<file path="config.mk">
export PLATFORM = sky130hd
export DESIGN_NAME = spc_top
export DESIGN_NICKNAME = d
export VERILOG_FILES = /design/src/hdl/spc_pkg.sv /design/src/hdl/spc_div_if.sv /design/src/hdl/spc_prescaler.sv /design/src/hdl/spc_top.sv
export SDC_FILE = /design/constraint.sdc
export NUM_CORES = 1
export LEC_CHECK = 0
export BUFFER_PORTS_ARGS = -buffer_cell sky130_fd_sc_hd__buf_4
export CORE_ASPECT_RATIO = 0.9
export CORE_MARGIN = 3
export CORE_UTILIZATION = 45
export CTS_CLUSTER_SIZE = 14
export DETAILED_ROUTE_END_ITERATION = 7
export PLACE_DENSITY_LB_ADDON = 0.1
export SYNTH_ARGS = -nofsm -noshare
export SYNTH_HDL_FRONTEND = slang
export SYNTH_HIERARCHICAL = 1
export SYNTH_SLANG_ARGS = --single-unit
</file>
<file path="constraint.sdc">
create_clock -name i_clk -period 1.56 [get_ports i_clk]
set_input_delay 0.156 -clock i_clk [delete_from_list [all_inputs] [get_ports i_clk]]
set_output_delay 0.156 -clock i_clk [all_outputs]
set_load 0.03 [all_outputs]
</file>
<file path="src/hdl/spc_pkg.sv">
// spc_pkg: register map, field positions, reset values and divider helpers
// of the shift clock prescaler and status block.
// assumes an 8-bit special function register port on the core side.
package spc_pkg;

    localparam logic [7:0] ADDR_DIVIDER = 8'hd2;
    localparam logic [7:0] ADDR_STATUS = 8'hd3;
    localparam logic [7:0] ADDR_TX_DATA = 8'hd4;
    localparam logic [7:0] ADDR_RX_DATA = 8'hd5;

    localparam logic [7:0] DIVIDER_RESET = 8'h04;
    localparam logic [7:0] DIVIDER_WMASK = 8'hfc;
    localparam logic [7:0] STATUS_RESET = 8'h02;

    localparam int BIT_SEL_128 = 7;
    localparam int BIT_SEL_4 = 2;

    localparam int BIT_BUSY = 4;
    localparam int BIT_TX_END = 3;
    localparam int BIT_RX_OVERRUN = 2;
    localparam int BIT_TX_EMPTY = 1;
    localparam int BIT_RX_FULL = 0;

    localparam int HALF_W = 7;

    // half period in oscillator cycles for the largest selected divisor;
    // zero means no select bit is set and the shift clock stands still
    function automatic logic [HALF_W-1:0] spc_half_period(input logic [7:0] sel);
        logic [HALF_W-1:0] half;
        half = 7'h00;
        for (int b = BIT_SEL_4; b <= BIT_SEL_128; b++)
        begin
            if (sel[b])
            begin
                half = HALF_W'(1 << (b - 1));
            end
        end
        return half;
    endfunction : spc_half_period

endpackage : spc_pkg

</file>
<file path="src/hdl/spc_div_if.sv">
// spc_div_if: carries the divider selection to the prescaler and the shift
// clock back from it. assumes both ends share i_clk.
`timescale 1ns/1ns
`default_nettype none
interface spc_div_if;
    logic [7:0] sel;
    logic shift_clk;
    logic rise_tick;

    modport ctrl (output sel, input shift_clk, input rise_tick);
    modport div (input sel, output shift_clk, output rise_tick);
endinterface : spc_div_if
`default_nettype wire

</file>
<file path="src/hdl/spc_prescaler.sv">
// spc_prescaler: divides the oscillator clock by the selected power of two.
// assumes a synchronous active-low reset copy from the top.
`timescale 1ns/1ns
`default_nettype none
module spc_prescaler (
    input wire logic i_clk,
    input wire logic i_rst_n,
    spc_div_if.div div
);
    logic [spc_pkg::HALF_W-1:0] count;
    logic [spc_pkg::HALF_W-1:0] half;

    assign half = spc_pkg::spc_half_period(div.sel);

    always_ff @(posedge i_clk or negedge i_rst_n)
    begin
        if (!i_rst_n)
        begin
            count <= 7'h00;
            div.shift_clk <= 1'b0;
            div.rise_tick <= 1'b0;
        end
        else if (half == 7'h00)
        begin
            // no select bit: park the clock low rather than guess a rate
            count <= 7'h00;
            div.shift_clk <= 1'b0;
            div.rise_tick <= 1'b0;
        end
        else if (count >= half - 7'h01)
        begin
            // >= so that a smaller divisor written mid-count takes effect at once
            count <= 7'h00;
            div.shift_clk <= ~div.shift_clk;
            div.rise_tick <= ~div.shift_clk;
        end
        else
        begin
            count <= count + 7'h01;
            div.rise_tick <= 1'b0;
        end
    end
endmodule : spc_prescaler
`default_nettype wire

</file>
<file path="src/hdl/spc_top.sv">
// spc_top: shift clock prescaler, data registers and status flags of the
// serial master. assumes the shift engine runs on i_clk and reports its
// events as one-cycle pulses; the core reaches registers by sfr strobes.
//
// Operation
// - six select bits divide oscillator by 128..4
// - divider register resets to 04h
// - status register resets to 02h
// - transmission end sets flag bit 3
// - status read clears transmission end flag
// - transmit data write clears empty flag
// - byte load into shifter sets empty flag
// - status read clears transmission end and overrun flags
// - interrupt only for enabled flag conditions
// - receive interrupt means receive register full
`timescale 1ns/1ns
`default_nettype none
module spc_top (
    input wire logic i_clk,
    input wire logic i_rst_n,
    input wire logic [7:0] i_sfr_addr,
    input wire logic i_sfr_wr,
    input wire logic i_sfr_rd,
    input wire logic [7:0] i_sfr_wdata,
    output logic [7:0] o_sfr_rdata,
    input wire logic i_tx_end_irq_en,
    input wire logic i_overrun_irq_en,
    input wire logic i_tx_empty_irq_en,
    input wire logic i_rx_full_irq_en,
    input wire logic i_xfer_active,
    input wire logic i_tx_load,
    input wire logic i_tx_end,
    input wire logic i_rx_valid,
    input wire logic [7:0] i_rx_byte,
    output logic [7:0] o_tx_data,
    output logic o_tx_full,
    output logic o_serial_shift_clock,
    output logic o_shift_rise,
    output logic o_irq
);
    logic rst_meta;
    logic rst_n;
    logic [7:0] shift_clock_divider;
    logic [7:0] rx_data_reg;
    logic busy;
    logic tx_end_flag;
    logic rx_overrun_flag;
    logic tx_empty_flag;
    logic rx_full_flag;
    logic rd_status;
    logic rd_rx;
    logic wr_tx;
    logic [7:0] next_rdata;

    spc_div_if div_if ();

    spc_prescaler u_prescaler (
        .i_clk (i_clk),
        .i_rst_n (rst_n),
        .div (div_if.div)
    );

    assign div_if.sel = shift_clock_divider;
    assign rd_status = i_sfr_rd && (i_sfr_addr == spc_pkg::ADDR_STATUS);
    assign rd_rx = i_sfr_rd && (i_sfr_addr == spc_pkg::ADDR_RX_DATA);
    assign wr_tx = i_sfr_wr && (i_sfr_addr == spc_pkg::ADDR_TX_DATA);

    always_ff @(posedge i_clk or negedge i_rst_n)
    begin
        if (!i_rst_n)
        begin
            rst_meta <= 1'b0;
            rst_n <= 1'b0;
        end
        else
        begin
            rst_meta <= 1'b1;
            rst_n <= rst_meta;
        end
    end

    always_ff @(posedge i_clk or negedge rst_n)
    begin
        if (!rst_n)
        begin
            shift_clock_divider <= spc_pkg::DIVIDER_RESET;
        end
        else if (i_sfr_wr && (i_sfr_addr == spc_pkg::ADDR_DIVIDER))
        begin
            // the two unused low bits stay zero
            shift_clock_divider <= i_sfr_wdata & spc_pkg::DIVIDER_WMASK;
        end
    end

    always_ff @(posedge i_clk or negedge rst_n)
    begin
        if (!rst_n)
        begin
            o_tx_data <= 8'h00;
        end
        else if (wr_tx)
        begin
            o_tx_data <= i_sfr_wdata;
        end
    end

    always_ff @(posedge i_clk or negedge rst_n)
    begin
        if (!rst_n)
        begin
            rx_data_reg <= 8'h00;
        end
        else if (i_rx_valid)
        begin
            rx_data_reg <= i_rx_byte;
        end
    end

    // status reset value 02h is spread over the flag resets below
    always_ff @(posedge i_clk or negedge rst_n)
    begin
        if (!rst_n)
        begin
            busy <= spc_pkg::STATUS_RESET[spc_pkg::BIT_BUSY];
        end
        else
        begin
            busy <= i_xfer_active;
        end
    end

    // in every flag a hardware set in the clearing cycle wins
    always_ff @(posedge i_clk or negedge rst_n)
    begin
        if (!rst_n)
        begin
            tx_end_flag <= spc_pkg::STATUS_RESET[spc_pkg::BIT_TX_END];
        end
        else if (i_tx_end)
        begin
            tx_end_flag <= 1'b1;
        end
        else if (rd_status)
        begin
            tx_end_flag <= 1'b0;
        end
    end

    always_ff @(posedge i_clk or negedge rst_n)
    begin
        if (!rst_n)
        begin
            rx_overrun_flag <= spc_pkg::STATUS_RESET[spc_pkg::BIT_RX_OVERRUN];
        end
        else if (i_rx_valid && rx_full_flag && !rd_rx)
        begin
            rx_overrun_flag <= 1'b1;
        end
        else if (rd_status)
        begin
            rx_overrun_flag <= 1'b0;
        end
    end

    always_ff @(posedge i_clk or negedge rst_n)
    begin
        if (!rst_n)
        begin
            tx_empty_flag <= spc_pkg::STATUS_RESET[spc_pkg::BIT_TX_EMPTY];
        end
        else if (i_tx_load)
        begin
            tx_empty_flag <= 1'b1;
        end
        else if (wr_tx)
        begin
            tx_empty_flag <= 1'b0;
        end
    end

    always_ff @(posedge i_clk or negedge rst_n)
    begin
        if (!rst_n)
        begin
            rx_full_flag <= spc_pkg::STATUS_RESET[spc_pkg::BIT_RX_FULL];
        end
        else if (i_rx_valid)
        begin
            rx_full_flag <= 1'b1;
        end
        else if (rd_rx)
        begin
            rx_full_flag <= 1'b0;
        end
    end

    always_comb
    begin
        case (i_sfr_addr)
            spc_pkg::ADDR_DIVIDER: next_rdata = shift_clock_divider;
            spc_pkg::ADDR_STATUS: next_rdata = {3'h0, busy, tx_end_flag, rx_overrun_flag,
                                                tx_empty_flag, rx_full_flag};
            spc_pkg::ADDR_TX_DATA: next_rdata = o_tx_data;
            spc_pkg::ADDR_RX_DATA: next_rdata = rx_data_reg;
            default: next_rdata = 8'h00;
        endcase
    end

    always_ff @(posedge i_clk or negedge rst_n)
    begin
        if (!rst_n)
        begin
            o_sfr_rdata <= 8'h00;
        end
        else if (i_sfr_rd)
        begin
            o_sfr_rdata <= next_rdata;
        end
    end

    always_ff @(posedge i_clk or negedge rst_n)
    begin
        if (!rst_n)
        begin
            o_irq <= 1'b0;
        end
        else
        begin
            o_irq <= (tx_end_flag && i_tx_end_irq_en)
                || (rx_overrun_flag && i_overrun_irq_en)
                || (tx_empty_flag && i_tx_empty_irq_en)
                || (rx_full_flag && i_rx_full_irq_en);
        end
    end

    always_ff @(posedge i_clk or negedge rst_n)
    begin
        if (!rst_n)
        begin
            o_tx_full <= 1'b0;
            o_serial_shift_clock <= 1'b0;
            o_shift_rise <= 1'b0;
        end
        else
        begin
            // full is the inverse of the next value of the empty flag, so it changes in the same cycle as the flag
            o_tx_full <= !(i_tx_load || (tx_empty_flag && !wr_tx));
            o_serial_shift_clock <= div_if.shift_clk;
            o_shift_rise <= div_if.rise_tick;
        end
    end
endmodule : spc_top
`default_nettype wire

</file>
==> flow_summary.yaml, run 1 <==
run_status:
  status: "complete, but fails checks"
  failed_checks: "setup timing"
worst_setup_path:
  cp-start-kind: "flop"
  worstPathArrival_ns: 2.61
  crit_type: "reg2reg"
  crit_buf_inv: 0
  critical_path.slowest_cell: "or3_4"
  path_cells: "nor3_2 > nand3b_1 > ha_4 > o21ai_0 > o31a_4 > ha_4 > nand4_1 > a21oi_2 > or3_4 > a21oi_2"
  crit_family: "simple AND/OR/NAND/NOR gates"
  slowest_delay_ns: 0.44
  cp_data_required_time_ns: 1.79
  critPathCaptureType: "flop"
  cp_max_fo: 7
  rrSetupSlack_ns: -0.82
clocking:
  clock_sinks: 50
  clk_latency_ns: 0.30
  clock_path_buffers: 2
  cts_buffers: 5
  tritoncts: "yes"
  clockRootBuffer: "clkbuf_8"
  cts.clk_slew.worst_paths_ns: 0.10
  h-tree-depth: 2
grt:
  antenna_found_initial: 0
  overflow: 0
  grt_pass1_vias: 1867
  grt_max_degree: 49
  track_usage: 0.187
  grt_pass1_wl_um: 9050
placement:
  dpl.hpwl_um: 4060
  gp_congestion: 0.838
  io_buffers: 55
detailed_routing:
  wl_um: 5550
  vias: 1804
  drtIter0Drc: 73
  wl_per_cell_um: 15.8
  post-route-drc-count: 0
  vias_per_cell: 5.14
  drtAntennaViolNets: 0
  drt_first_pass_iters: 4
run:
  cap_violations: 0
logic_synthesis:
  syn_nets: 238
  synth_cells: 194
  yosys_warnings: 6
  synth.cell_area_sq_mm: 0.00241
  avgSynthCellArea_sq_um: 12.4
sta:
  tns_ns: -7.02
  finalSetupViolCount: 9
  drv_slew: 0
  hold_viol: 0
  fin_skew_ns: 0.0123
  fmax_mhz: 421
  setup_slack_ns: -0.817
  period_needed_ns: 2.38
  rsz0062_at_grt: "true"
  period_share: 1.52
die:
  core_sq_mm: 0.00501
  dieArea_sq_mm: 0.00627
  dieWidth_um: 83.1
  io_pins: 56
  rows: 24
  die_h_um: 75.4
  initial_core_util: 0.481
layout:
  nets: 329
  fill_cells: 399
  syn_to_final_growth_pct: 37.7
  drive_above_1_share: 0.531
  final_util: 0.662
  antennaDiodeCount: 0
power:
  leakagePower_nw: 1.59
  power_w: 0.00271
  p_per_area_mw_per_mm2: 816
  peakVddDrop_mv: 0.571
worst_hold_path:
  hold_class: "in2reg"
## layer usage
| metal | vias to the layer above | GRT usage | share of wire |
|---|---|---|---|
| met5 | - | 0 | 0 |
| met4 | 0 | 0.0599 | 0.0088 |
| met3 | 6 | 0.0400 | 0.050 |
| met2 | 46 | 0.299 | 0.45 |
| met1 | 870 | 0.259 | 0.49 |
| li1 | 882 | - | - |
## area by class of cell
type,instances,area (sq um),share of cell area
Multi-Input combinational cell,125,1130,0.341
Sequential cell,50,1250,0.378
Clock buffer,6,82.6,0.0249
Inverter,11,41.3,0.0124
Tap cell,65,81.3,0.0245
Timing Repair Buffer,92,711,0.214
Clock inverter,2,16.3,0.00490
## path summary, 6_finish.rpt
check,startpoint,endpoint,depth (start not counted)
min in group asynchronous,i_rst_n,rst_n,2
max in group asynchronous,rst_n,tx_empty_flag,1
max reg2reg,div_if.sel[4],u_prescaler/count[6],10
min reg2reg,rst_n,u_prescaler/count[1],1
max,div_if.sel[4],u_prescaler/count[6],10
min,i_tx_end,tx_end_flag,2
## worst reg2reg max path, stage by stage (launching register included)
cell,delay (ns)
dfrtp_1,0.42
nor3_2,0.24
nand3b_1,0.17
ha_4,0.22
o21ai_0,0.14
o31a_4,0.23
ha_4,0.20
nand4_1,0.08
a21oi_2,0.05
or3_4,0.44
a21oi_2,0.12
## power breakdown
group	total (W)	leakage (nW)	internal [W]	switching, W
Sequential	0.00139	0.641	0.00135	0.0000395
Clock	0.000801	0.0478	0.000366	0.000436
Combinational	0.000515	0.905	0.000275	0.000240
## placed cells by master (no fill, tap or decap), types with 5 or more instances in the layout
master,count
a22oi_1,7
mux2_2,24
o22ai_1,8
buf_4,88
ha_1,6
clkbuf_8,6
mux2_4,6
dfrtp_1,47
nand3_1,5
nor2_2,5
inv_1,11
## timing repair
item / 4_1_cts / 5_1_grt
setup buffers: 9 / 0
endpoints found under the hold margin: 4 / 0
pin swaps: 7 / 8
resized for setup: 4 / 7
endpoints found under the setup margin: 9 / 9
hold buffers: 3 / 0
## stage by stage
stage / hold slack [ns] / cells / setup WS (ns) / area (sq um)
after detailed placement: -0.0598 / 331 / -0.822 / 3070
after global placement: -0.0610 / 331 / -0.763 / 3070
after floorplan: -0.140 / 194 / -0.722 / 2430
final: 0.0241 / 351 / -0.817 / 3320
after global routing: 0.0114 / 351 / -0.853 / 3320
after CTS: 0.0193 / 351 / -0.712 / 3280
(Power assumes the default switching activity.)
==> inputs of run 2 (changes only) <==
Settings changed: CORE_UTILIZATION 45 to 48.
==> run 2 against run 1 <==
Compared with the run above:
- the flow still finishes with violations (setup timing)
- clock power is 1% higher
- count of clock-buffer cells in the layout stayed put
- power is 0.46% higher
- largest cell class unchanged
- core utilization is 5.8 points higher
- critical path depth is 1 lower
- critical endpoint unchanged
- register-to-register slack better by 0.05 ns
- flip-flop and latch count stayed put
- highest routed layer unchanged
- global-route usage is 1.3 points higher
- non-clock buffer count stayed put
- die area is 5.8% lower
==> flow_summary.yaml, run 2 (synthesized netlist as in run 1, its figures left out) <==
run_status:
  status: "complete, but fails checks"
  failed_checks: "setup timing"
sta:
  period_needed_ns: 2.33
  finalSetupViolCount: 9
  fin_skew_ns: 0.0110
  setup_slack_ns: -0.766
  period_share: 1.49
  tns_ns: -6.58
  drv_slew: 0
  rsz0062_at_grt: "true"
  fmax_mhz: 430
  hold_viol: 0
grt:
  antenna_found_initial: 0
  overflow: 0
  track_usage: 0.200
  grt_max_degree: 32
  grt_pass1_vias: 1780
  grt_pass1_wl_um: 8690
die:
  die_h_um: 73.2
  io_pins: 56
  core_sq_mm: 0.00463
  dieArea_sq_mm: 0.00591
  dieWidth_um: 80.7
  initial_core_util: 0.520
  rows: 23
detailed_routing:
  drt_first_pass_iters: 4
  vias: 1838
  drtIter0Drc: 79
  drtAntennaViolNets: 0
  wl_um: 5540
  wl_per_cell_um: 15.9
  post-route-drc-count: 0
  vias_per_cell: 5.28
layout:
  drive_above_1_share: 0.542
  multi_input_area_sq_mm: 0.00115
  regArea_sq_mm: 0.00126
  syn_to_final_growth_pct: 38.3
  antennaDiodeCount: 0
  final_util: 0.719
  final_cell_mix: "88 x buf_4, 46 x dfrtp_1, 24 x mux2_2"
  nets: 329
  fill_cells: 343
  fin_cells: 348
  final_common_cell: "buf_4"
  stdcell_area_sq_mm: 0.00333
power:
  leakagePower_nw: 1.60
  p_per_area_mw_per_mm2: 816
  pwr-share-comb: 0.187
  peakVddDrop_mv: 0.743
  p_int_w: 0.00199
  clockPowerShare: 0.298
  p_sw_w: 0.000729
  pwr-share-seq: 0.515
  switching_share: 0.268
worst_setup_path:
  cp_data_required_time_ns: 1.80
  cp_max_fo: 7
  worstPathArrival_ns: 2.57
  critPathCaptureType: "flop"
  crit_type: "reg2reg"
  rr_worst_depth: 9
  cp-start-kind: "flop"
  rrSetupSlack_ns: -0.77
placement:
  io_buffers: 55
  post-place-ws_ns: -0.852
  dpl.hpwl_um: 4010
  dpl.cell_count: 329
  dpl-instance-area_sq_mm: 0.00307
  gp_congestion: 0.809
worst_hold_path:
  hold_class: "in2reg"
  whs_path_depth: 2
clocking:
  cts.clk_slew.worst_paths_ns: 0.10
  clock_sinks: 50
  cts_buffers: 5
  clock_path_buffers: 2
  clockRootBuffer: "clkbuf_8"
  h-tree-depth: 2
  tritoncts: "yes"
  clk_latency_ns: 0.31
run:
  cap_violations: 0
[run 2: worst paths after layout]
check	startpoint	to
worst max-delay path	div_if.sel[5]	u_prescaler/count[6]
worst min-delay path	i_tx_end	tx_end_flag
worst max register to register	div_if.sel[5]	u_prescaler/count[6]
worst min register to register	rst_n	rx_data_reg[1]
max in group asynchronous	rst_n	div_if.sel[2]
min in group asynchronous	i_rst_n	rst_n
[run 2: final cells by class]
type                            instances  area share
Clock buffer                            6      0.0248
Clock inverter                          2     0.00488
Inverter                               11      0.0124
Multi-Input combinational cell        125       0.345
Sequential cell                        50       0.377
Tap cell                               62      0.0233
Timing Repair Buffer                   92       0.213
[run 2: critical path, stage by stage, from the launching register on]
cell,delay [ns]
dfrtp_2,0.46
nor3_2,0.23
nand3b_1,0.15
ha_4,0.20
o31a_4,0.28
ha_4,0.22
nand4_1,0.09
a21oi_2,0.05
or3_4,0.44
a21oi_2,0.13
[run 2: stage by stage]
step	hold WS (ns)	power, W
final	0.0127	0.00272
after global routing	0.00164	0.00285
after CTS	0.00929	0.00271
after detailed placement	-0.0603	0.00187
after global placement	-0.0612	0.00185
after floorplan	-0.140	0.00167
[run 2: repair_timing]
| action | in CTS | in global routing |
|---|---|---|
| hold endpoints to repair | 4 | 0 |
| resized for setup | 2 | 14 |
| endpoints found under the setup margin | 9 | 9 |
| setup buffers | 8 | 0 |
| pin swaps | 7 | 9 |
| hold buffers | 3 | 0 |
[run 2: power groups by stage]
| stage | clock network [W] | registers (W) | logic [W] |
|---|---|---|---|
| global placement | 0 | 0.00142 | 0.000434 |
| CTS | 0.000836 | 0.00140 | 0.000479 |
| detailed placement | 0 | 0.00142 | 0.000444 |
| finish | 0.000810 | 0.00140 | 0.000508 |
| global route | 0.000893 | 0.00141 | 0.000545 |
| floorplan | 0 | 0.00145 | 0.000228 |
[run 2: layer usage]
layer	GRT usage	wire (um)	up-vias
met5	0	0	-
met4	0.0619	63	0
met3	0.0617	381	6
met2	0.292	2520	64
met1	0.286	2580	889
li1	-	-	879
==> inputs of run 3 (changes only) <==
Settings changed: SETUP_SLACK_MARGIN set to 0.1.
==> run 3 against run 2 <==
Compared with the run above:
- the run still ends with setup timing left
- combinational power grew 2%
- power shrank 2.2%
- first-iteration DRC count grew 44%
- via count shrank 1.8%
- count of clock-buffer cells in the layout is the same
- core utilization shrank 0.19 points
- design area shrank 0.26%
- largest power group unchanged
==> flow_summary.yaml, run 3 (synthesized netlist as in run 1, its figures left out) <==
run_status:
  status: "complete, but fails checks"
  failed_checks: "setup timing"
clocking:
  clock_sinks: 50
  cts_buffers: 5
  clk_latency_ns: 0.30
  clockRootBuffer: "clkbuf_8"
  cts.clk_slew.worst_paths_ns: 0.09
  clock_path_buffers: 2
  h-tree-depth: 2
  tritoncts: "yes"
layout:
  final_common_cell: "buf_4"
  antennaDiodeCount: 0
  nets: 330
  syn_to_final_growth_pct: 38.0
  final_cell_mix: "89 x buf_4, 47 x dfrtp_1, 24 x mux2_2"
  fin_cells: 349
  drive_above_1_share: 0.537
sta:
  period_share: 1.45
  hold_viol: 0
  setup_slack_ns: -0.701
  drv_slew: 0
  rsz0062_at_grt: "true"
  fmax_mhz: 442
  period_needed_ns: 2.26
  fin_skew_ns: 0.00981
  tns_ns: -5.97
  finalSetupViolCount: 9
grt:
  overflow: 0
  grt_pass1_wl_um: 8710
  antenna_found_initial: 0
  track_usage: 0.194
  grt_max_degree: 32
  grt_pass1_vias: 1821
worst_setup_path:
  crit_type: "reg2reg"
  cp_data_required_time_ns: 1.80
  cp_max_fo: 7
  worstPathArrival_ns: 2.50
  cp-start-kind: "flop"
  critPathCaptureType: "flop"
detailed_routing:
  vias: 1804
  drt_first_pass_iters: 4
  drtIter0Drc: 114
  dr_wl_met3_um: 316
  highest_layer: "met4"
  wl_um: 5360
  post-route-drc-count: 0
  drtAntennaViolNets: 0
  drt-met1-wl_um: 2600
  wl_met2_um: 2440
  vias_per_cell: 5.17
  wl_per_cell_um: 15.4
die:
  dieArea_sq_mm: 0.00591
  die_h_um: 73.2
  dieWidth_um: 80.7
  core_sq_mm: 0.00463
  io_pins: 56
  initial_core_util: 0.520
  rows: 23
placement:
  gp_congestion: 0.809
  dpl.cell_count: 329
  dpl.hpwl_um: 4000
  io_buffers: 55
power:
  peakVddDrop_mv: 0.689
  leakagePower_nw: 1.60
  p_per_area_mw_per_mm2: 800
run:
  cap_violations: 0
worst_hold_path:
  hold_class: "in2reg"
## run 3: layout make-up
class / instances / area [sq um]
Clock inverter: 2 / 13.8
Tap cell: 62 / 77.6
Sequential cell: 50 / 1250
Multi-Input combinational cell: 125 / 1150
Timing Repair Buffer: 93 / 718
Clock buffer: 6 / 72.6
Fill cell: 345 / 1310
Inverter: 11 / 41.3
## run 3: critical path, stage by stage, from the launching register on
cell and delay (ns):
dfrtp_1 0.42, nor3_2 0.24, nand3_2 0.13, ha_4 0.20
o31a_4 0.28, ha_4 0.22, nand4_1 0.08, a21oi_2 0.05
or3_4 0.44, a21oi_2 0.13
## run 3: metrics by stage
step	setup WS [ns]	hold slack [ns]	util	area, sq um	power, W
5_1_grt	-0.792	0.0301	0.718	3320	0.00278
4_1_cts	-0.699	0.0291	0.707	3270	0.00265
3_3_place_gp	-0.755	-0.0611	0.663	3070	0.00185
6_report	-0.701	0.0353	0.718	3320	0.00266
3_5_place_dp	-0.845	-0.0607	0.663	3070	0.00186
2_1_floorplan	-0.722	-0.140	-	2430	0.00167
## run 3: timing repair
action | in CTS | in global routing
pin swaps | 9 | 9
gates resized for setup | 5 | 8
endpoints found under the setup margin | 9 | 9
hold endpoints to repair | 4 | 0
hold buffers | 3 | 0
setup buffers | 10 | 0
## run 3: per-layer routing
| metal | track usage | vias up |
|---|---|---|
| li1 | - | 886 |
| met1 | 0.284 | 861 |
| met2 | 0.298 | 55 |
| met3 | 0.0481 | 2 |
| met4 | 0.0375 | 0 |
| met5 | 0 | - |
## run 3: worst paths after layout
path	end	slack, ns	start	cells past startpoint
min	tx_end_flag	0.04	i_tx_end	2
max reg2reg	u_prescaler/count[6]	-0.70	div_if.sel[5]	9
max	u_prescaler/count[6]	-0.70	div_if.sel[5]	9
max in group asynchronous	div_if.sel[2]	0.78	rst_n	1
min in group asynchronous	rst_n	0.16	i_rst_n	2
min reg2reg	rx_data_reg[1]	0.21	rst_n	0
## run 3: report_power, final
part	switching, W	total [W]	internal, W
Clock	0.000427	0.000744	0.000317
Sequential	0.0000477	0.00140	0.00135
Combinational	0.000234	0.000518	0.000284
